**config.mk**
```make
export PLATFORM = sky130hd
export DESIGN_NAME = framer_mode_ctrl
export DESIGN_NICKNAME = d
export VERILOG_FILES = /design/src/framer_ctrl_pkg.sv /design/src/error_counter.sv /design/src/framer_mode_ctrl.sv
export SDC_FILE = /design/constraint.sdc
export NUM_CORES = 1
export LEC_CHECK = 0
export BUFFER_PORTS_ARGS = -buffer_cell sky130_fd_sc_hd__buf_2
export CAP_MARGIN = 25
export CORE_ASPECT_RATIO = 0.75
export CORE_MARGIN = 3
export CORE_UTILIZATION = 39
export DETAILED_ROUTE_END_ITERATION = 7
export GPL_ROUTABILITY_DRIVEN = 1
export HOLD_SLACK_MARGIN = 0.15
export PLACE_DENSITY = 0.59
export SLEW_MARGIN = 30
export SYNTH_ARGS = -nofsm -noshare
export SYNTH_HDL_FRONTEND = slang
export SYNTH_HIERARCHICAL = 1
export SYNTH_SLANG_ARGS = --single-unit
```
**constraint.sdc**
```tcl
create_clock -name ref_clk_i -period 3.3 [get_ports ref_clk_i]
set_clock_uncertainty 0.2 [all_clocks]
set_input_delay 0.495 -clock ref_clk_i [delete_from_list [all_inputs] [get_ports ref_clk_i]]
set_output_delay 0.495 -clock ref_clk_i [all_outputs]
set_load 0.02 [all_outputs]
```
**src/framer_ctrl_pkg.sv**
```systemverilog
// constants, layouts and carrier types for the framer mode control block
package framer_ctrl_pkg;

	localparam int ADDR_W = 8;
	localparam int DATA_W = 8;
	localparam int CNT_W = 16;
	localparam int NUM_CNT = 4;

	////////////////////////////////////////////////////////////////////////////
	// register offsets
	localparam logic [7:0] OFF_MODE_ONE = 8'h00;
	localparam logic [7:0] OFF_SIC_ONE = 8'h01;
	localparam logic [7:0] OFF_SIC_TWO = 8'h02;
	localparam logic [7:0] OFF_CNT_DIS = 8'h03;
	localparam logic [7:0] OFF_LOOP_CTL = 8'h04;
	localparam logic [7:0] OFF_IRQ_STAT = 8'h05;
	localparam logic [7:0] OFF_IRQ_CLR = 8'h06;
	localparam logic [7:0] OFF_IRQ_EN = 8'h07;
	// counters: framing, crc, code violation, block; low byte then high byte
	localparam logic [7:0] OFF_CNT_BASE = 8'h08;
	localparam logic [7:0] OFF_CNT_LAST = 8'h0f;

	////////////////////////////////////////////////////////////////////////////
	// field positions
	localparam int MODE_ONE_COUNTER_MODE = 3;
	localparam int MODE_ONE_RATE_LOW = 2;
	localparam int MODE_ONE_ALARM_REMOTE = 1;
	localparam int SIC_ONE_RATE_HIGH = 1;
	localparam int SIC_TWO_RATE_FAMILY = 1;
	localparam int LOOP_CTL_LOCAL = 0;
	localparam int IRQ_SECOND = 0;
	localparam int IRQ_CNT_FULL = 1;
	localparam int IRQ_W = 2;

	////////////////////////////////////////////////////////////////////////////
	// reset values
	localparam logic [7:0] RST_MODE_ONE = 8'h00;
	localparam logic [7:0] RST_SIC_ONE = 8'h00;
	localparam logic [7:0] RST_SIC_TWO = 8'h00;
	localparam logic [3:0] RST_CNT_DIS = 4'h0;
	localparam logic [7:0] RST_LOOP_CTL = 8'h00;
	localparam logic [1:0] RST_IRQ = 2'h0;

	////////////////////////////////////////////////////////////////////////////
	// timing
	localparam int CLK_PERIOD_NS = 10;
	localparam int ONE_SECOND_US = 1000000;
	localparam int ONE_SECOND_CYCLES = ONE_SECOND_US * 1000 / CLK_PERIOD_NS;

	////////////////////////////////////////////////////////////////////////////
	// highway rates in kbit/s
	localparam logic [14:0] KBPS_2048 = 15'h0800;
	localparam logic [14:0] KBPS_4096 = 15'h1000;
	localparam logic [14:0] KBPS_8192 = 15'h2000;
	localparam logic [14:0] KBPS_16384 = 15'h4000;
	localparam logic [14:0] KBPS_1544 = 15'h0608;
	localparam logic [14:0] KBPS_3088 = 15'h0c10;
	localparam logic [14:0] KBPS_6176 = 15'h1820;
	localparam logic [14:0] KBPS_12352 = 15'h3040;

	typedef enum logic [2:0] {
		RATE_2048,
		RATE_4096,
		RATE_8192,
		RATE_16384,
		RATE_1544,
		RATE_3088,
		RATE_6176,
		RATE_12352
	} rate_t;

	typedef struct packed {
		logic [7:0] addr;
		logic [7:0] wdata;
		logic wr;
		logic rd;
	} reg_req_t;

	typedef struct packed {
		logic a;
		logic b;
	} line_pair_t;

endpackage

```
**src/error_counter.sv**
```systemverilog
// one error counter with freeze-and-clear or one-second latch operation
`timescale 1ns/1ps
module error_counter #(
	parameter int WIDTH = 16
) (
	input wire logic ref_clk_i,
	input wire logic nrst_i,
	input wire logic err_i,
	input wire logic latch_mode_i,
	input wire logic disable_i,
	input wire logic second_i,
	output logic [WIDTH-1:0] value_o,
	output logic full_o
);

	typedef struct packed {
		logic [WIDTH-1:0] run;
		logic [WIDTH-1:0] held;
		logic dis_q;
		logic full;
	} cnt_state_t;

	cnt_state_t st;
	cnt_state_t next_st;

	always_comb begin
		next_st = st;
		next_st.dis_q = disable_i;
		next_st.full = 1'b0;
		if (latch_mode_i) begin
			if (second_i) begin
				// latch the second's total, restart counting from this cycle's event
				next_st.held = st.run;
				next_st.run = {{(WIDTH-1){1'b0}}, err_i};
			end else if (err_i && st.run != {WIDTH{1'b1}}) begin
				next_st.run = st.run + 1'b1;
			end
		end else begin
			if (disable_i && !st.dis_q) begin
				// keep the total for the host to read, then restart from zero
				next_st.held = st.run;
				next_st.run = '0;
			end else if (err_i && !disable_i && st.run != {WIDTH{1'b1}}) begin
				// frozen while disabled so the host reads a stable value
				next_st.run = st.run + 1'b1;
			end
		end
		if (next_st.run == {WIDTH{1'b1}} && st.run != {WIDTH{1'b1}}) begin
			next_st.full = 1'b1;
		end
	end

	always_ff @(posedge ref_clk_i or negedge nrst_i) begin
		if (!nrst_i) begin
			st <= '0;
		end else begin
			st <= next_st;
		end
	end

	assign value_o = st.held;
	assign full_o = st.full;

endmodule

```
**src/framer_mode_ctrl.sv**
```systemverilog
// framer mode control: error counters, highway rate, remote alarm and local loop
//
// The plain strobed port and the address map were chosen for this implementation.
`timescale 1ns/1ps
module framer_mode_ctrl #(
	parameter int unsigned SECOND_CYCLES = framer_ctrl_pkg::ONE_SECOND_CYCLES,
	parameter int CNT_W = framer_ctrl_pkg::CNT_W
) (
	input wire logic ref_clk_i,
	input wire logic nrst_i,
	input wire framer_ctrl_pkg::reg_req_t req_i,
	output logic [7:0] rd_data_o,
	input wire logic [3:0] err_event_i,
	input wire framer_ctrl_pkg::line_pair_t tx_line_i,
	input wire logic sys_tx_i,
	input wire logic line_rx_i,
	output framer_ctrl_pkg::line_pair_t tx_line_o,
	output logic sys_rx_o,
	output framer_ctrl_pkg::rate_t highway_rate_o,
	output logic [14:0] highway_kbps_o,
	output logic irq_o
);

	localparam int SEC_W = $clog2(SECOND_CYCLES + 1);
	localparam logic [SEC_W-1:0] SEC_LAST = SEC_W'(SECOND_CYCLES - 1);

	typedef struct packed {
		logic [7:0] mode_one;
		logic [7:0] sic_one;
		logic [7:0] sic_two;
		logic [3:0] cnt_dis;
		logic [7:0] loop_ctl;
		logic [1:0] irq_stat;
		logic [1:0] irq_en;
		logic [SEC_W-1:0] sec_cnt;
		logic sec_tick;
		logic [7:0] rd_data;
		logic [7:0] hi_snap;
		logic irq;
		framer_ctrl_pkg::line_pair_t line_out;
		logic sys_rx;
		framer_ctrl_pkg::rate_t rate;
		logic [14:0] kbps;
	} ctrl_state_t;

	ctrl_state_t st;
	ctrl_state_t next_st;

	logic [CNT_W-1:0] cnt_val [framer_ctrl_pkg::NUM_CNT];
	logic [framer_ctrl_pkg::NUM_CNT-1:0] cnt_full;
	logic latch_mode;

	////////////////////////////////////////////////////////////////////////////
	// error counters

	assign latch_mode = st.mode_one[framer_ctrl_pkg::MODE_ONE_COUNTER_MODE];

	generate
		for (genvar i = 0; i < framer_ctrl_pkg::NUM_CNT; i++) begin : g_cnt
			error_counter #(
				.WIDTH(CNT_W)
			) u_cnt (
				.ref_clk_i(ref_clk_i),
				.nrst_i(nrst_i),
				.err_i(err_event_i[i]),
				.latch_mode_i(latch_mode),
				.disable_i(st.cnt_dis[i]),
				.second_i(st.sec_tick),
				.value_o(cnt_val[i]),
				.full_o(cnt_full[i])
			);
		end
	endgenerate

	////////////////////////////////////////////////////////////////////////////
	// next state

	always_comb begin
		logic [1:0] rate_code;
		logic [1:0] irq_set;
		logic [1:0] irq_clr;
		rate_code = 2'h0;
		irq_set = 2'h0;
		irq_clr = 2'h0;
		next_st = st;

		// one-second timebase
		if (st.sec_cnt == SEC_LAST) begin
			next_st.sec_cnt = '0;
			next_st.sec_tick = 1'b1;
		end else begin
			next_st.sec_cnt = st.sec_cnt + 1'b1;
			next_st.sec_tick = 1'b0;
		end

		// register writes
		if (req_i.wr) begin
			unique case (req_i.addr)
				framer_ctrl_pkg::OFF_MODE_ONE: begin
					next_st.mode_one = req_i.wdata;
				end
				framer_ctrl_pkg::OFF_SIC_ONE: begin
					next_st.sic_one = req_i.wdata;
				end
				framer_ctrl_pkg::OFF_SIC_TWO: begin
					next_st.sic_two = req_i.wdata;
				end
				framer_ctrl_pkg::OFF_CNT_DIS: begin
					next_st.cnt_dis = req_i.wdata[3:0];
				end
				framer_ctrl_pkg::OFF_LOOP_CTL: begin
					next_st.loop_ctl = req_i.wdata;
				end
				framer_ctrl_pkg::OFF_IRQ_STAT: begin
					// status is read-only, writes are ignored
				end
				framer_ctrl_pkg::OFF_IRQ_CLR: begin
					irq_clr = req_i.wdata[1:0];
				end
				framer_ctrl_pkg::OFF_IRQ_EN: begin
					next_st.irq_en = req_i.wdata[1:0];
				end
				default: begin
				end
			endcase
		end

		// sticky status: a new event wins over a clear in the same cycle
		irq_set[framer_ctrl_pkg::IRQ_SECOND] = st.sec_tick;
		irq_set[framer_ctrl_pkg::IRQ_CNT_FULL] = |cnt_full;
		next_st.irq_stat = (st.irq_stat & ~irq_clr) | irq_set;
		next_st.irq = |(next_st.irq_stat & next_st.irq_en);

		// register reads, data in the following cycle only
		next_st.rd_data = 8'h00;
		if (req_i.rd) begin
			unique case (req_i.addr)
				framer_ctrl_pkg::OFF_MODE_ONE: begin
					next_st.rd_data = st.mode_one;
				end
				framer_ctrl_pkg::OFF_SIC_ONE: begin
					next_st.rd_data = st.sic_one;
				end
				framer_ctrl_pkg::OFF_SIC_TWO: begin
					next_st.rd_data = st.sic_two;
				end
				framer_ctrl_pkg::OFF_CNT_DIS: begin
					next_st.rd_data = {4'h0, st.cnt_dis};
				end
				framer_ctrl_pkg::OFF_LOOP_CTL: begin
					next_st.rd_data = st.loop_ctl;
				end
				framer_ctrl_pkg::OFF_IRQ_STAT: begin
					next_st.rd_data = {6'h00, st.irq_stat};
				end
				framer_ctrl_pkg::OFF_IRQ_EN: begin
					next_st.rd_data = {6'h00, st.irq_en};
				end
				framer_ctrl_pkg::OFF_IRQ_CLR: begin
					// write-only, reads as zero
				end
				// a low-byte read keeps the high byte, so the pair shows one count
				framer_ctrl_pkg::OFF_CNT_BASE: begin
					// framing errors
					next_st.rd_data = cnt_val[0][7:0];
					next_st.hi_snap = cnt_val[0][15:8];
				end
				framer_ctrl_pkg::OFF_CNT_BASE + 8'h01: begin
					next_st.rd_data = st.hi_snap;
				end
				framer_ctrl_pkg::OFF_CNT_BASE + 8'h02: begin
					// crc errors
					next_st.rd_data = cnt_val[1][7:0];
					next_st.hi_snap = cnt_val[1][15:8];
				end
				framer_ctrl_pkg::OFF_CNT_BASE + 8'h03: begin
					next_st.rd_data = st.hi_snap;
				end
				framer_ctrl_pkg::OFF_CNT_BASE + 8'h04: begin
					// code violations
					next_st.rd_data = cnt_val[2][7:0];
					next_st.hi_snap = cnt_val[2][15:8];
				end
				framer_ctrl_pkg::OFF_CNT_BASE + 8'h05: begin
					next_st.rd_data = st.hi_snap;
				end
				framer_ctrl_pkg::OFF_CNT_BASE + 8'h06: begin
					// block errors
					next_st.rd_data = cnt_val[3][7:0];
					next_st.hi_snap = cnt_val[3][15:8];
				end
				framer_ctrl_pkg::OFF_CNT_BASE + 8'h07: begin
					next_st.rd_data = st.hi_snap;
				end
				default: begin
				end
			endcase
		end

		// highway rate decode
		rate_code = {st.sic_one[framer_ctrl_pkg::SIC_ONE_RATE_HIGH],
			st.mode_one[framer_ctrl_pkg::MODE_ONE_RATE_LOW]};
		if (!st.sic_two[framer_ctrl_pkg::SIC_TWO_RATE_FAMILY]) begin
			unique case (rate_code)
				2'h0: begin
					next_st.rate = framer_ctrl_pkg::RATE_2048;
					next_st.kbps = framer_ctrl_pkg::KBPS_2048;
				end
				2'h1: begin
					next_st.rate = framer_ctrl_pkg::RATE_4096;
					next_st.kbps = framer_ctrl_pkg::KBPS_4096;
				end
				2'h2: begin
					next_st.rate = framer_ctrl_pkg::RATE_8192;
					next_st.kbps = framer_ctrl_pkg::KBPS_8192;
				end
				2'h3: begin
					next_st.rate = framer_ctrl_pkg::RATE_16384;
					next_st.kbps = framer_ctrl_pkg::KBPS_16384;
				end
			endcase
		end else begin
			unique case (rate_code)
				2'h0: begin
					next_st.rate = framer_ctrl_pkg::RATE_1544;
					next_st.kbps = framer_ctrl_pkg::KBPS_1544;
				end
				2'h1: begin
					next_st.rate = framer_ctrl_pkg::RATE_3088;
					next_st.kbps = framer_ctrl_pkg::KBPS_3088;
				end
				2'h2: begin
					next_st.rate = framer_ctrl_pkg::RATE_6176;
					next_st.kbps = framer_ctrl_pkg::KBPS_6176;
				end
				2'h3: begin
					next_st.rate = framer_ctrl_pkg::RATE_12352;
					next_st.kbps = framer_ctrl_pkg::KBPS_12352;
				end
			endcase
		end

		// line side: alarm replaces both outputs with ones
		if (st.mode_one[framer_ctrl_pkg::MODE_ONE_ALARM_REMOTE]) begin
			next_st.line_out = '{a: 1'b1, b: 1'b1};
		end else begin
			next_st.line_out = tx_line_i;
		end

		// system side: local loop returns transmit data untouched
		if (st.loop_ctl[framer_ctrl_pkg::LOOP_CTL_LOCAL]) begin
			next_st.sys_rx = sys_tx_i;
		end else begin
			next_st.sys_rx = line_rx_i;
		end
	end

	////////////////////////////////////////////////////////////////////////////
	// state register

	always_ff @(posedge ref_clk_i or negedge nrst_i) begin
		if (!nrst_i) begin
			st.mode_one <= framer_ctrl_pkg::RST_MODE_ONE;
			st.sic_one <= framer_ctrl_pkg::RST_SIC_ONE;
			st.sic_two <= framer_ctrl_pkg::RST_SIC_TWO;
			st.cnt_dis <= framer_ctrl_pkg::RST_CNT_DIS;
			st.loop_ctl <= framer_ctrl_pkg::RST_LOOP_CTL;
			st.irq_stat <= framer_ctrl_pkg::RST_IRQ;
			st.irq_en <= framer_ctrl_pkg::RST_IRQ;
			st.sec_cnt <= '0;
			st.sec_tick <= 1'b0;
			st.rd_data <= 8'h00;
			st.hi_snap <= 8'h00;
			st.irq <= 1'b0;
			st.line_out <= '0;
			st.sys_rx <= 1'b0;
			st.rate <= framer_ctrl_pkg::RATE_2048;
			st.kbps <= framer_ctrl_pkg::KBPS_2048;
		end else begin
			st <= next_st;
		end
	end

	////////////////////////////////////////////////////////////////////////////
	// outputs

	assign rd_data_o = st.rd_data;
	assign tx_line_o = st.line_out;
	assign sys_rx_o = st.sys_rx;
	assign highway_rate_o = st.rate;
	assign highway_kbps_o = st.kbps;
	assign irq_o = st.irq;

endmodule

```
==> parameters.txt, run 1 <==
Parameter                              Value

Run status
  Result of the run ... complete, no violations

Synthesis
  Mux share of post-synthesis cell area ... 7.21%
  Top-area cell type share of the netlist area ... 43.8%
  Synth Area in XOR/XNOR ... 1.17%
  Area fraction in and, or, nand and nor cells after synthesis ... 23.4%
  Count of state elements after synthesis ... 236
  Commonest cells post-synth ... sky130_fd_sc_hd__nand2_1 (253), sky130_fd_sc_hd__dfrtp_1 (235), sky130_fd_sc_hd__buf_4 (92)
  Adder-Cell Fraction of Synth Area ... 1.12%
  Count of different cell masters after synthesis ... 83
  Mapped Cells ... 1378
  Synthesized area ... 13400 µm²
  Cell with the most instances after synthesis ... sky130_fd_sc_hd__nand2_1
  Sequential element share of the synthesized area ... 44.0%
  Count of flip-flops with a built-in enable after synthesis ... 0
  Warnings, synthesis ... 6
  Async set-or-reset flop fraction in the synthesized netlist ... 100%
  Compound-cell area share of the yosys netlist ... 14.8%
  Most area-hungry cell type in the Yosys netlist ... sky130_fd_sc_hd__dfrtp_1
  Largest cells by area after synthesis ... sky130_fd_sc_hd__dfrtp_1 (44%), sky130_fd_sc_hd__nand2_1 (7.1%), sky130_fd_sc_hd__buf_4 (5.1%)
  Largest family of logic cells by synthesized area ... simple AND/OR/NAND/NOR gates
  Mean Syn Cell Area ... 9.74 µm²
  Main flop type after synthesis ... sky130_fd_sc_hd__dfrtp_1

Clock tree
  Clock slew seen by the registers of the worst setup and hold paths ... 0.07 ns
  Clock tree from TritonCTS ... yes
  Clock latency on the worst-skew pair ... 0.53 ns
  Maximum number of buffers from clock root to sink ... 3
  Num Clock Sinks ... 236
  Number of buffers created by CTS ... 25
  Post-CTS setup buffer count ... 0
  H-Tree Depth ... 1
  Clock Tree Root ... sky130_fd_sc_hd__clkbuf_16

Power and ir drop
  Leakage power summed over all cells ... 6.49 nW
  Net switching fraction of the power ... 30.6%
  Reported net switching power ... 2.47 mW
  Proportion of power drawn by combinational gates ... 15.3%
  Total design power ... 8.08 mW
  Largest vdd supply drop ... 0.369 mV
  Fraction of power consumed by the clock network ... 37.0%
  Internal power contribution ... 5.60 mW
  Cell area power density ... 555 nW/µm²
  Sequential power share ... 47.6%

Setup path
  Endpoint class of the critical path ... flip-flop
  Critical path data required time ... 3.53 ns
  Worst Setup Start Kind ... flip-flop
  Biggest fanout along the worst timing path ... 8
  Crit path arrival time ... 3.01 ns
  Start-to-end type of the worst setup path ... reg2reg

Place
  Half-perimeter wire length after placement ... 26600 µm
  Inst Count DP ... 1759
  Placement-stage worst setup slack ... 0.526 ns
  GPL Wtd Cong ... 0.951
  Count of buffers from port buffering ... 52
  Cell area reported after detailed placement ... 13500 µm²

Die
  Area of the core region ... 33700 µm²
  Width of the chip ... 220 µm
  Floorplan die area ... 36700 µm²
  Num rows ... 58
  Initial core utilization ... 39.8%
  Boundary pin count ... 58
  Die height ... 167 µm

Routing
  Number of DRC violations after detailed-routing iteration 0 ... 1132
  Residual DRC count ... 0
  Avg Vias per Cell ... 5.82
  Total via count in the routed design ... 10577
  Routed WL per cell ... 20.0 µm
  Number of detailed-routing iterations run before antenna repair ... 6
  Total Routed Length ... 36300 µm
  Post-DRT Antenna Nets ... 0

Layout
  Post-route cell area ... 14600 µm²
  Fill cells ... 3195
  Number of nets at the end of the flow ... 1390
  Area taken by flip-flops and latches ... 5910 µm²
  Layout cell share with drive strength beyond 1 ... 19.6%
  Area added between synthesis and finish ... 8.43%
  Combined area of the multi-input logic cells ... 6420 µm²
  Cell Count, Final, Fillers Out ... 1818

Timing
  Minimum clock period ... 2.78 ns
  Worst slew slack as a fraction of its limit ... 48.1%
  Max-slew violation count ... 0
  Setup ws final ... 0.525 ns
  Measured slew at the worst slew-check pin ... 0.776 ns
  Setup TNS Final ... 0 ns
  Highest Clock Rate ... 360 MHz
  Final worst path period share ... 84.1%
  Final count of negative-setup-slack endpoints ... 0
  Setup repair after global routing missed its margin ... false
  Final Hold Vio Count ... 0

Global route
  Maximum number of pins on one net before global-route repair ... 85
  Antenna violations before repair ... 2
  Wire length of the first global-routing pass ... 59100 µm
  GRT overflow ... 0
  Overall fraction of global-route tracks in use ... 19.9%
  Number of global-route vias before repair ... 10108

Run
  Max-capacitance violation count ... 0

Min path
  Min-delay worst type ... in2reg
power by group through the flow:
stage                     Sequential (mW)  Combinational (mW)  Clock (mW)
after floorplan                      3.57                1.27           0
after global routing                 3.90                1.40        3.18
after detailed placement             3.87                1.21           0
after CTS                            3.82                1.23        3.06
final                                3.85                1.24        2.99
after global placement               3.87                1.21           0
per-stage QoR:
step | util (%) | hold WS, ns
after floorplan | - | -0.000591
after global placement | 40.1 | 0.249
after detailed placement | 40.1 | 0.253
after CTS | 43.1 | 0.154
after global routing | 43.1 | 0.189
final | 43.1 | 0.186
timing repair:
action,4_1_cts,5_1_grt
gates resized for setup,0,0
hold endpoints to repair,122,0
hold buffers,14,0
final cells by class:
class	count	share of cell area [%]
inverters	28	0.722
clock buffers	35	5.11
diodes	2	0.0344
clock inverters	8	0.834
flip-flops and latches	236	40.6
multi-input cells	960	44.1
well taps	450	3.87
repair buffers	99	4.70
state kept, by name, indices dropped and copies added (netlist names):
| name | flops |
|---|---|
| st | 75 |
| g_cnt.u_cnt/st | 68 |
| g_cnt.u_cnt/value_o | 64 |
| highway_kbps_o | 9 |
| rd_data_o | 8 |
| g_cnt.u_cnt/full_o | 4 |
| highway_rate_o | 3 |
| tx_line_o | 2 |
| irq_o | 1 |
| latch_mode | 1 |
| sys_rx_o | 1 |
path summary, 6_finish.rpt:
kind	from	end	slack, ns	depth (start not counted)
setup reg to reg	g_cnt[3].u_cnt/st[18]	g_cnt[3].u_cnt/full_o	0.52	8
hold reg to reg	g_cnt[1].u_cnt/value_o[9]	g_cnt[1].u_cnt/value_o[9]	0.27	2
min in group asynchronous	nrst_i	g_cnt[3].u_cnt/st[24]	0.35	2
max in group asynchronous	nrst_i	highway_kbps_o[11]	1.65	3
setup / recovery	g_cnt[3].u_cnt/st[18]	g_cnt[3].u_cnt/full_o	0.52	8
hold / removal	err_event_i[1]	g_cnt[1].u_cnt/st[18]	0.19	3
layer usage:
layer	routed length (µm)	vias to the layer above	GRT usage, %
met2	14100	431	26.1
li1	-	4914	-
met1	18500	5181	32.7
met4	720	0	4.36
met3	3010	51	4.58
met5	0	-	0
cells by family after synthesis:
group | count (synthesis)
other cells | 1
flops | 236
mux | 83
fa+ha+maj | 12
buf+inv | 186
xor+xnor | 18
compound gates | 266
simple gates | 576
worst max-delay path, cell delays in order, from the launching register on:
cell and delay (ns):
sky130_fd_sc_hd__dfrtp_1 0.49, sky130_fd_sc_hd__ha_1 0.23, sky130_fd_sc_hd__and3_2 0.25, sky130_fd_sc_hd__nand4_2 0.19, sky130_fd_sc_hd__o31ai_4 0.43, sky130_fd_sc_hd__a221o_2 0.23, sky130_fd_sc_hd__a21boi_2 0.19, sky130_fd_sc_hd__nand4_1 0.16
sky130_fd_sc_hd__nor4b_2 0.29
cell usage in the layout (no fill, tap or decap), types with 8 or more instances in the layout:
cell type,count
sky130_fd_sc_hd__nand2_1,253
sky130_fd_sc_hd__dfrtp_1,235
sky130_fd_sc_hd__mux2_2,59
sky130_fd_sc_hd__o21ai_0,57
sky130_fd_sc_hd__buf_2,51
sky130_fd_sc_hd__nand4_1,45
sky130_fd_sc_hd__nor2_1,43
sky130_fd_sc_hd__a21oi_1,39
sky130_fd_sc_hd__nand3_1,38
sky130_fd_sc_hd__buf_4,31
sky130_fd_sc_hd__nor3_1,28
sky130_fd_sc_hd__inv_1,28
sky130_fd_sc_hd__clkbuf_16,25
sky130_fd_sc_hd__mux2i_1,19
sky130_fd_sc_hd__nor4_1,18
sky130_fd_sc_hd__a31oi_1,16
sky130_fd_sc_hd__nor2b_1,15
sky130_fd_sc_hd__dlygate4sd3_1,14
sky130_fd_sc_hd__and4_1,13
sky130_fd_sc_hd__a22o_1,12
sky130_fd_sc_hd__or4_1,12
sky130_fd_sc_hd__ha_1,12
sky130_fd_sc_hd__and2_1,11
sky130_fd_sc_hd__or2_2,10
sky130_fd_sc_hd__xor2_1,10
sky130_fd_sc_hd__nor4_2,9
sky130_fd_sc_hd__a41oi_1,9
sky130_fd_sc_hd__nand2b_1,9
sky130_fd_sc_hd__or3_1,8
sky130_fd_sc_hd__xnor2_1,8
sky130_fd_sc_hd__a222oi_1,8
sky130_fd_sc_hd__clkbuf_8,8
sky130_fd_sc_hd__nand4_2,8
sky130_fd_sc_hd__nor3b_1,8
sky130_fd_sc_hd__o21ai_1,8
sky130_fd_sc_hd__o211ai_1,8
Power figures use the tool's default switching activity.
==> run 2, diff against run 1 <==
==> constraint.sdc (replaced) <==
create_clock -name ref_clk_i -period 2.8 [get_ports ref_clk_i]
set_clock_uncertainty 0.2 [all_clocks]
set_input_delay 0.42 -clock ref_clk_i [delete_from_list [all_inputs] [get_ports ref_clk_i]]
set_output_delay 0.42 -clock ref_clk_i [all_outputs]
set_load 0.02 [all_outputs]
==> run 2 against run 1 <==
  * Clock power grew 21%
  * Critical path depth stayed put
  * Non-clock buffer count increased by 31
  * Register-to-register slack got worse by 0.39 ns
  * Wire length up 1.2%
  * Setup slack worse by 0.39 ns
  * Combinational power increased by 35%
  * Sequential power increased by 16%
==> parameters.txt, run 2 (synthesis gave the netlist of run 1 again) <==
Parameter                              Value

Timing
  Final count of negative-setup-slack endpoints ... 0 (unchanged)
  Worst slack on hold paths ... 0.177 ns (-0.00859 ns)
  Minimum clock period ... 2.67 ns (-0.110 ns)
  Measured slew at the worst slew-check pin ... 0.533 ns (-0.243 ns)
  Worst slew slack as a fraction of its limit ... 64.4% (+16 points)
  Final Hold Vio Count ... 0 (unchanged)
  Max-slew violation count ... 0 (unchanged)
  Highest Clock Rate ... 375 MHz (+4.1%)
  Setup TNS Final ... 0 ns (unchanged)
  Final worst path period share ... 95.2% (+11 points)

Power and ir drop
  Fraction of power consumed by the clock network ... 37.1% (about the same)
  Leakage power summed over all cells ... 6.67 nW (+2.8%)
  Cell area power density ... 656 nW/µm² (+18%)
  Largest vdd supply drop ... 0.423 mV (+15%)
  Net switching fraction of the power ... 30.5% (-0.070 points)
  Proportion of power drawn by combinational gates ... 17.1% (+1.8 points)
  Internal power contribution ... 6.77 mW (+21%)
  Sequential power share ... 45.9% (-1.7 points)
  Reported net switching power ... 2.98 mW (+20%)

Layout
  Most common library cell in the layout ignoring fill and taps ... sky130_fd_sc_hd__nand2_1
  Number of flip-flops in the largest register ... 75 (unchanged)
  Cell Count, Final, Fillers Out ... 1849 (+1.7%)
  Post-route cell area ... 14900 µm² (+2.2%)
  Highest-count cells in the layout ignoring fill and taps ... sky130_fd_sc_hd__nand2_1 (252), sky130_fd_sc_hd__dfrtp_1 (235), sky130_fd_sc_hd__mux2_2 (59)
  Number of nets at the end of the flow ... 1421 (+2.2%)
  Largest register by flop count ... st
  Layout cell share with drive strength beyond 1 ... 21.5% (+1.9 points)
  Area added between synthesis and finish ... 10.8%

Routing
  Residual DRC count ... 0 (unchanged)
  Total Routed Length ... 36700 µm (+1.2%)
  Routed WL per cell ... 19.9 µm (-0.45%)
  Post-DRT Antenna Nets ... 0 (unchanged)
  Total via count in the routed design ... 10560 (-0.16%)
  Number of detailed-routing iterations run before antenna repair ... 6 (unchanged)
  Avg Vias per Cell ... 5.71 (-1.8%)
  Number of DRC violations after detailed-routing iteration 0 ... 1209 (+6.8%)

Setup path
  Crit path arrival time ... 2.89 ns (-0.12 ns)
  Reg-to-reg critical path endpoint ... g_cnt[1].u_cnt/full_o
  Critical path data required time ... 3.02 ns (-0.51 ns)
  Worst R2R Path Depth ... 8 (unchanged)
  Launch point of the critical path ... g_cnt[1].u_cnt/st[19]
  Biggest fanout along the worst timing path ... 5 (-3)
  Worst Setup Start Kind ... flip-flop
  RR Startpoint ... g_cnt[1].u_cnt/st[19]
  Start-to-end type of the worst setup path ... reg2reg
  Endpoint class of the critical path ... flip-flop
  Setup slack on the worst flop-to-flop path ... 0.13 ns (-0.39 ns)

Clock tree
  Clock Tree Root ... sky130_fd_sc_hd__clkbuf_16
  Maximum number of buffers from clock root to sink ... 3 (unchanged)
  Number of buffers created by CTS ... 25 (unchanged)
  Num Clock Sinks ... 236 (unchanged)
  H-Tree Depth ... 1 (unchanged)
  Clock slew seen by the registers of the worst setup and hold paths ... 0.06 ns (about the same)
  Clock latency on the worst-skew pair ... 0.52 ns (about the same)
  Clock tree from TritonCTS ... yes

Run
  Max-capacitance violation count ... 0 (unchanged)

Die
  Width of the chip ... 220 µm (unchanged)
  Floorplan die area ... 36700 µm² (unchanged)
  Initial core utilization ... 39.8% (unchanged)
  Die height ... 167 µm (unchanged)
  Area of the core region ... 33700 µm² (unchanged)
  Num rows ... 58 (unchanged)
  Boundary pin count ... 58 (unchanged)

Global route
  Number of global-route vias before repair ... 9715 (-3.9%)
  Maximum number of pins on one net before global-route repair ... 72 (-15%)
  Wire length of the first global-routing pass ... 57600 µm (-2.7%)
  Overall fraction of global-route tracks in use ... 19.7% (-0.29 points)
  Antenna violations before repair ... 3 (+1)
  GRT overflow ... 0 (unchanged)

Place
  GPL Wtd Cong ... 0.931 (-2.1%)
  Half-perimeter wire length after placement ... 27200 µm (+2.0%)
  Cell area reported after detailed placement ... 13700 µm² (+1.5%)
  Inst Count DP ... 1783 (+1.4%)
  Count of buffers from port buffering ... 52 (unchanged)

Min path
  Min-delay worst type ... in2reg
  Min-Delay Endpoint ... st[103]
  Origin of the worst min-delay path ... req_i[1]
  Worst hold path stage count ... 3 (unchanged)

Run status
  Result of the run ... complete, no violations
## run 2: cell count changes in the layout (fill, tap and decap cells not counted), moves of 2 or more
cell,delta
sky130_fd_sc_hd__buf_12,+2
sky130_fd_sc_hd__buf_4,+25
sky130_fd_sc_hd__bufinv_16,+2
sky130_fd_sc_hd__clkbuf_8,-4
sky130_fd_sc_hd__clkinv_2,+3
sky130_fd_sc_hd__dlygate4sd3_1,+4
sky130_fd_sc_hd__nor4b_1,-2
sky130_fd_sc_hd__nor4b_2,+2
## run 2: metal layers
layer | global-route usage, % | vias to the layer above | share of wire (%)
li1 | - | 4966 | -
met3 | 3.74 | 46 | 8.2
met4 | 3.53 | 2 | 1.8
met2 | 25.5 | 419 | 39
met1 | 33.2 | 5127 | 51
met5 | 0 | - | 0.035
## run 2: power groups by stage
| stage | combinational, mW | clock (mW) | sequential, mW |
|---|---|---|---|
| floorplan | 1.49 | 0 | 4.21 |
| global placement | 1.63 | 0 | 4.50 |
| detailed placement | 1.62 | 0 | 4.50 |
| CTS | 1.65 | 3.69 | 4.44 |
| global route | 1.84 | 3.84 | 4.53 |
| finish | 1.67 | 3.61 | 4.47 |
## run 2: area by class of cell
type,instances,area (µm²)
clock buffer,30,684
clock inverter,13,199
inverter,28,105
timing repair buffer,130,951
multi-input combinational,960,6460
antenna,2,5.00
fill,3231,18900
tap,450,563
sequential,236,5910
## run 2: through the flow
stage	setup WS (ns)	util [%]	total power [mW]
detailed placement	0.0964	40.7	6.12
global route	-0.000438	44.1	10.2
finish	0.135	44.1	9.75
CTS	0.116	43.9	9.78
floorplan	0.447	-	5.71
global placement	0.0886	40.7	6.13
## run 2: how the worst max path moves through the flow
stage	end
finish	g_cnt[1].u_cnt/full_o
floorplan	g_cnt[0].u_cnt/full_o
global route	g_cnt[0].u_cnt/full_o
detailed placement	st[78]
CTS	g_cnt[1].u_cnt/full_o
global placement	st[79]
## run 2: timing repair
| item | in CTS | in global routing |
|---|---|---|
| hold buffers | 18 | 0 |
| hold endpoints to repair | 193 | 0 |
| endpoints found under the setup margin | 0 | 4 |
| setup buffers | 0 | 3 |
| gates resized for setup | 0 | 8 |
## run 2: worst max-delay path: stages (launching register included)
cell	delay [ns]
sky130_fd_sc_hd__dfrtp_1	0.44
sky130_fd_sc_hd__ha_1	0.23
sky130_fd_sc_hd__and3_2	0.26
sky130_fd_sc_hd__nand4_2	0.18
sky130_fd_sc_hd__o211ai_1	0.15
sky130_fd_sc_hd__or4_1	0.44
sky130_fd_sc_hd__a21boi_1	0.19
sky130_fd_sc_hd__nand4_1	0.18
sky130_fd_sc_hd__nor4b_2	0.31
==> run 3, diff against run 2 <==
--- a/config.mk
+++ b/config.mk
@@ -5,7 +5,7 @@
 export SDC_FILE = /design/constraint.sdc
 export NUM_CORES = 1
 export LEC_CHECK = 0
-export BUFFER_PORTS_ARGS = -buffer_cell sky130_fd_sc_hd__buf_2
+export BUFFER_PORTS_ARGS = -buffer_cell sky130_fd_sc_hd__clkbuf_2
 export CAP_MARGIN = 25
 export CORE_ASPECT_RATIO = 0.75
 export CORE_MARGIN = 3
@@ -13,7 +13,7 @@
 export DETAILED_ROUTE_END_ITERATION = 7
 export GPL_ROUTABILITY_DRIVEN = 1
 export HOLD_SLACK_MARGIN = 0.15
-export PLACE_DENSITY = 0.59
+export PLACE_DENSITY = 0.61
 export SLEW_MARGIN = 30
 export SYNTH_ARGS = -nofsm -noshare
 export SYNTH_HDL_FRONTEND = slang
==> constraint.sdc (replaced) <==
create_clock -name ref_clk_i -period 2.2 [get_ports ref_clk_i]
set_clock_uncertainty 0.2 [all_clocks]
set_input_delay 0.33 -clock ref_clk_i [delete_from_list [all_inputs] [get_ports ref_clk_i]]
set_output_delay 0.33 -clock ref_clk_i [all_outputs]
set_load 0.02 [all_outputs]
==> run 3 against run 2 <==
  * The run now ends with setup timing left
  * Critical endpoint unchanged
  * Register-to-register slack lost 0.38 ns
  * Largest cell class unchanged
  * Clock power grew 26%
  * Die area is the same
  * Wire length grew 11%
  * Critical path depth grew 1
  * Non-clock buffer count grew 285
==> parameters.txt, run 3 (synthesis gave the netlist of run 1 again) <==
Parameter                              Value

Die
  Initial core utilization ... 39.8% (unchanged)
  Num rows ... 58 (unchanged)
  Die height ... 167 µm (unchanged)
  Width of the chip ... 220 µm (unchanged)
  Floorplan die area ... 36700 µm² (unchanged)
  Area of the core region ... 33700 µm² (unchanged)
  Boundary pin count ... 58 (unchanged)

Global route
  Number of global-route vias before repair ... 11570 (+19%)
  Maximum number of pins on one net before global-route repair ... 71 (-1.4%)
  Wire length of the first global-routing pass ... 64200 µm (+12%)
  Overall fraction of global-route tracks in use ... 21.8% (+2.2 points)
  GRT overflow ... 0 (unchanged)
  Antenna violations before repair ... 0 (-3)

Clock tree
  H-Tree Depth ... 1 (unchanged)
  Number of buffers created by CTS ... 26 (+4.0%)
  Clock latency on the worst-skew pair ... 0.55 ns (+0.03 ns)
  Clock slew seen by the registers of the worst setup and hold paths ... 0.07 ns (about the same)
  Num Clock Sinks ... 236 (unchanged)
  Clock tree from TritonCTS ... yes
  Clock Tree Root ... sky130_fd_sc_hd__clkbuf_16
  Maximum number of buffers from clock root to sink ... 3 (unchanged)

Timing
  Highest Clock Rate ... 409 MHz (+9.0%)
  Final Hold Vio Count ... 0 (unchanged)
  Final worst path period share ... 111% (+16 points)
  Final count of negative-setup-slack endpoints ... 22 (+22)
  Max-slew violation count ... 0 (unchanged)
  Setup ws final ... -0.245 ns (-0.380 ns)
  Worst slew slack as a fraction of its limit ... 65.0% (+0.66 points)
  Measured slew at the worst slew-check pin ... 0.523 ns (-0.00985 ns)
  Setup repair after global routing missed its margin ... true
  Minimum clock period ... 2.45 ns (-0.220 ns)

Power and ir drop
  Leakage power summed over all cells ... 8.29 nW (+24%)
  Largest vdd supply drop ... 0.608 mV (+44%)
  Total design power ... 13.6 mW (+40%)
  Cell area power density ... 769 nW/µm² (+17%)

Layout
  Most common library cell in the layout ignoring fill and taps ... sky130_fd_sc_hd__buf_4
  Fill cells ... 2987 (-7.6%)
  Highest-count cells in the layout ignoring fill and taps ... sky130_fd_sc_hd__buf_4 (321), sky130_fd_sc_hd__nand2_1 (244), sky130_fd_sc_hd__dfrtp_1 (231)
  Post-route cell area ... 17700 µm² (+19%)
  Area taken by flip-flops and latches ... 5910 µm² (about the same)
  Combined area of the multi-input logic cells ... 7040 µm² (+9.0%)
  Finished Core Util ... 52.5% (+8.4 points)
  Area added between synthesis and finish ... 32.0%
  Largest register by flop count ... st
  Number of nets at the end of the flow ... 1707 (+20%)
  Layout cell share with drive strength beyond 1 ... 39.2% (+18 points)
  Number of flip-flops in the largest register ... 75 (unchanged)
  Diodes inserted ... 0 (-2)

Routing
  Number of DRC violations after detailed-routing iteration 0 ... 1259 (+4.1%)
  Routed WL per cell ... 19.0 µm (-4.3%)
  Post-DRT Antenna Nets ... 0 (unchanged)
  Total Routed Length ... 40600 µm (+11%)
  Total via count in the routed design ... 11892 (+13%)
  Avg Vias per Cell ... 5.56 (-2.6%)
  Number of detailed-routing iterations run before antenna repair ... 5 (-1)
  Residual DRC count ... 0 (unchanged)

Place
  GPL Wtd Cong ... 0.948 (+1.9%)
  Cell area reported after detailed placement ... 15800 µm² (+15%)
  Count of buffers from port buffering ... 52 (unchanged)
  Half-perimeter wire length after placement ... 30000 µm (+11%)

Setup path
  Worst Setup Start Kind ... flip-flop
  Endpoint class of the critical path ... flip-flop
  Biggest fanout along the worst timing path ... 5 (unchanged)
  Critical path data required time ... 2.45 ns (-0.57 ns)
  Crit path arrival time ... 2.69 ns (-0.20 ns)
  Start-to-end type of the worst setup path ... reg2reg

Run status
  Result of the run ... finished, violations left
  Failing checks ... setup timing

Run
  Max-capacitance violation count ... 0 (unchanged)

Min path
  Min-delay worst type ... in2async
## run 3: cell types whose count changed in the layout (fill, tap and decap cells not counted), sizes merged
cell / change
diode: -2
buf: +234
clkinv: +3
inv: +1
bufinv: -2
clkbuf: +55
clkinvlp: -1
## run 3: through the flow
step	instances	TNS [ns]	setup slack (ns)	hold WS, ns
floorplan	1382	-0.346	-0.0292	-0.166
global placement	2038	-4.31	-0.292	0.0160
detailed placement	2038	-4.88	-0.314	0.0175
CTS	2122	-1.11	-0.215	0.155
global route	2137	-3.56	-0.317	0.190
finish	2137	-1.97	-0.245	0.175
## run 3: critical path, stage by stage (launching register included)
cell                      delay (ns)
sky130_fd_sc_hd__dfrtp_1        0.38
sky130_fd_sc_hd__ha_2           0.24
sky130_fd_sc_hd__and3_4         0.22
sky130_fd_sc_hd__nand4_4        0.13
sky130_fd_sc_hd__o31ai_4        0.30
sky130_fd_sc_hd__buf_6          0.16
sky130_fd_sc_hd__a32o_2         0.16
sky130_fd_sc_hd__and4b_1        0.19
sky130_fd_sc_hd__nand4_1        0.14
sky130_fd_sc_hd__nor4b_2        0.23
## run 3: area by class of cell
| type | count | area share (%) |
|---|---|---|
| clock buffer | 34 | 4.07 |
| clock inverter | 14 | 0.946 |
| inverter | 28 | 0.593 |
| multi-input combinational | 960 | 39.7 |
| sequential | 236 | 33.4 |
| tap | 450 | 3.18 |
| timing repair buffer | 415 | 18.1 |
## run 3: final timing paths
path / start / end / slack, ns / cells past startpoint
worst max-delay path: g_cnt[1].u_cnt/st[19] / g_cnt[1].u_cnt/full_o / -0.25 / 9
worst min-delay path: nrst_i / st[79] / 0.18 / 3
worst max register to register: g_cnt[1].u_cnt/st[19] / g_cnt[1].u_cnt/full_o / -0.25 / 9
worst min register to register: g_cnt[1].u_cnt/value_o[14] / g_cnt[1].u_cnt/value_o[14] / 0.26 / 2
max in group asynchronous: nrst_i / st[38] / 1.22 / 3
min in group ref_clk_i: req_i[1] / st[78] / 0.18 / 4
## run 3: where the power goes
group | internal [mW] | total (mW) | switching [mW]
clock network | 2.69 | 4.56 | 1.87
logic | 1.69 | 3.52 | 1.82
registers | 4.94 | 5.55 | 0.616
total | 9.32 | 13.6 | 4.31
## run 3: what timing repair did
action                                 CTS  global route
endpoints found under the hold margin  289             0
gates cloned                             0             0
pin swaps                               21            27
gates resized for setup                 46            78
buffers inserted                        17            18
setup endpoints to repair               29            40
hold buffers                            19             0
## run 3: per-layer routing
layer  track usage [%]  routed length (µm)  vias up
li1                  -                   -     5564
met1              34.8               20000     5818
met2              29.8               16600      448
met3              4.72                3110       62
met4              5.06                 939        0
met5                 0                   0        -
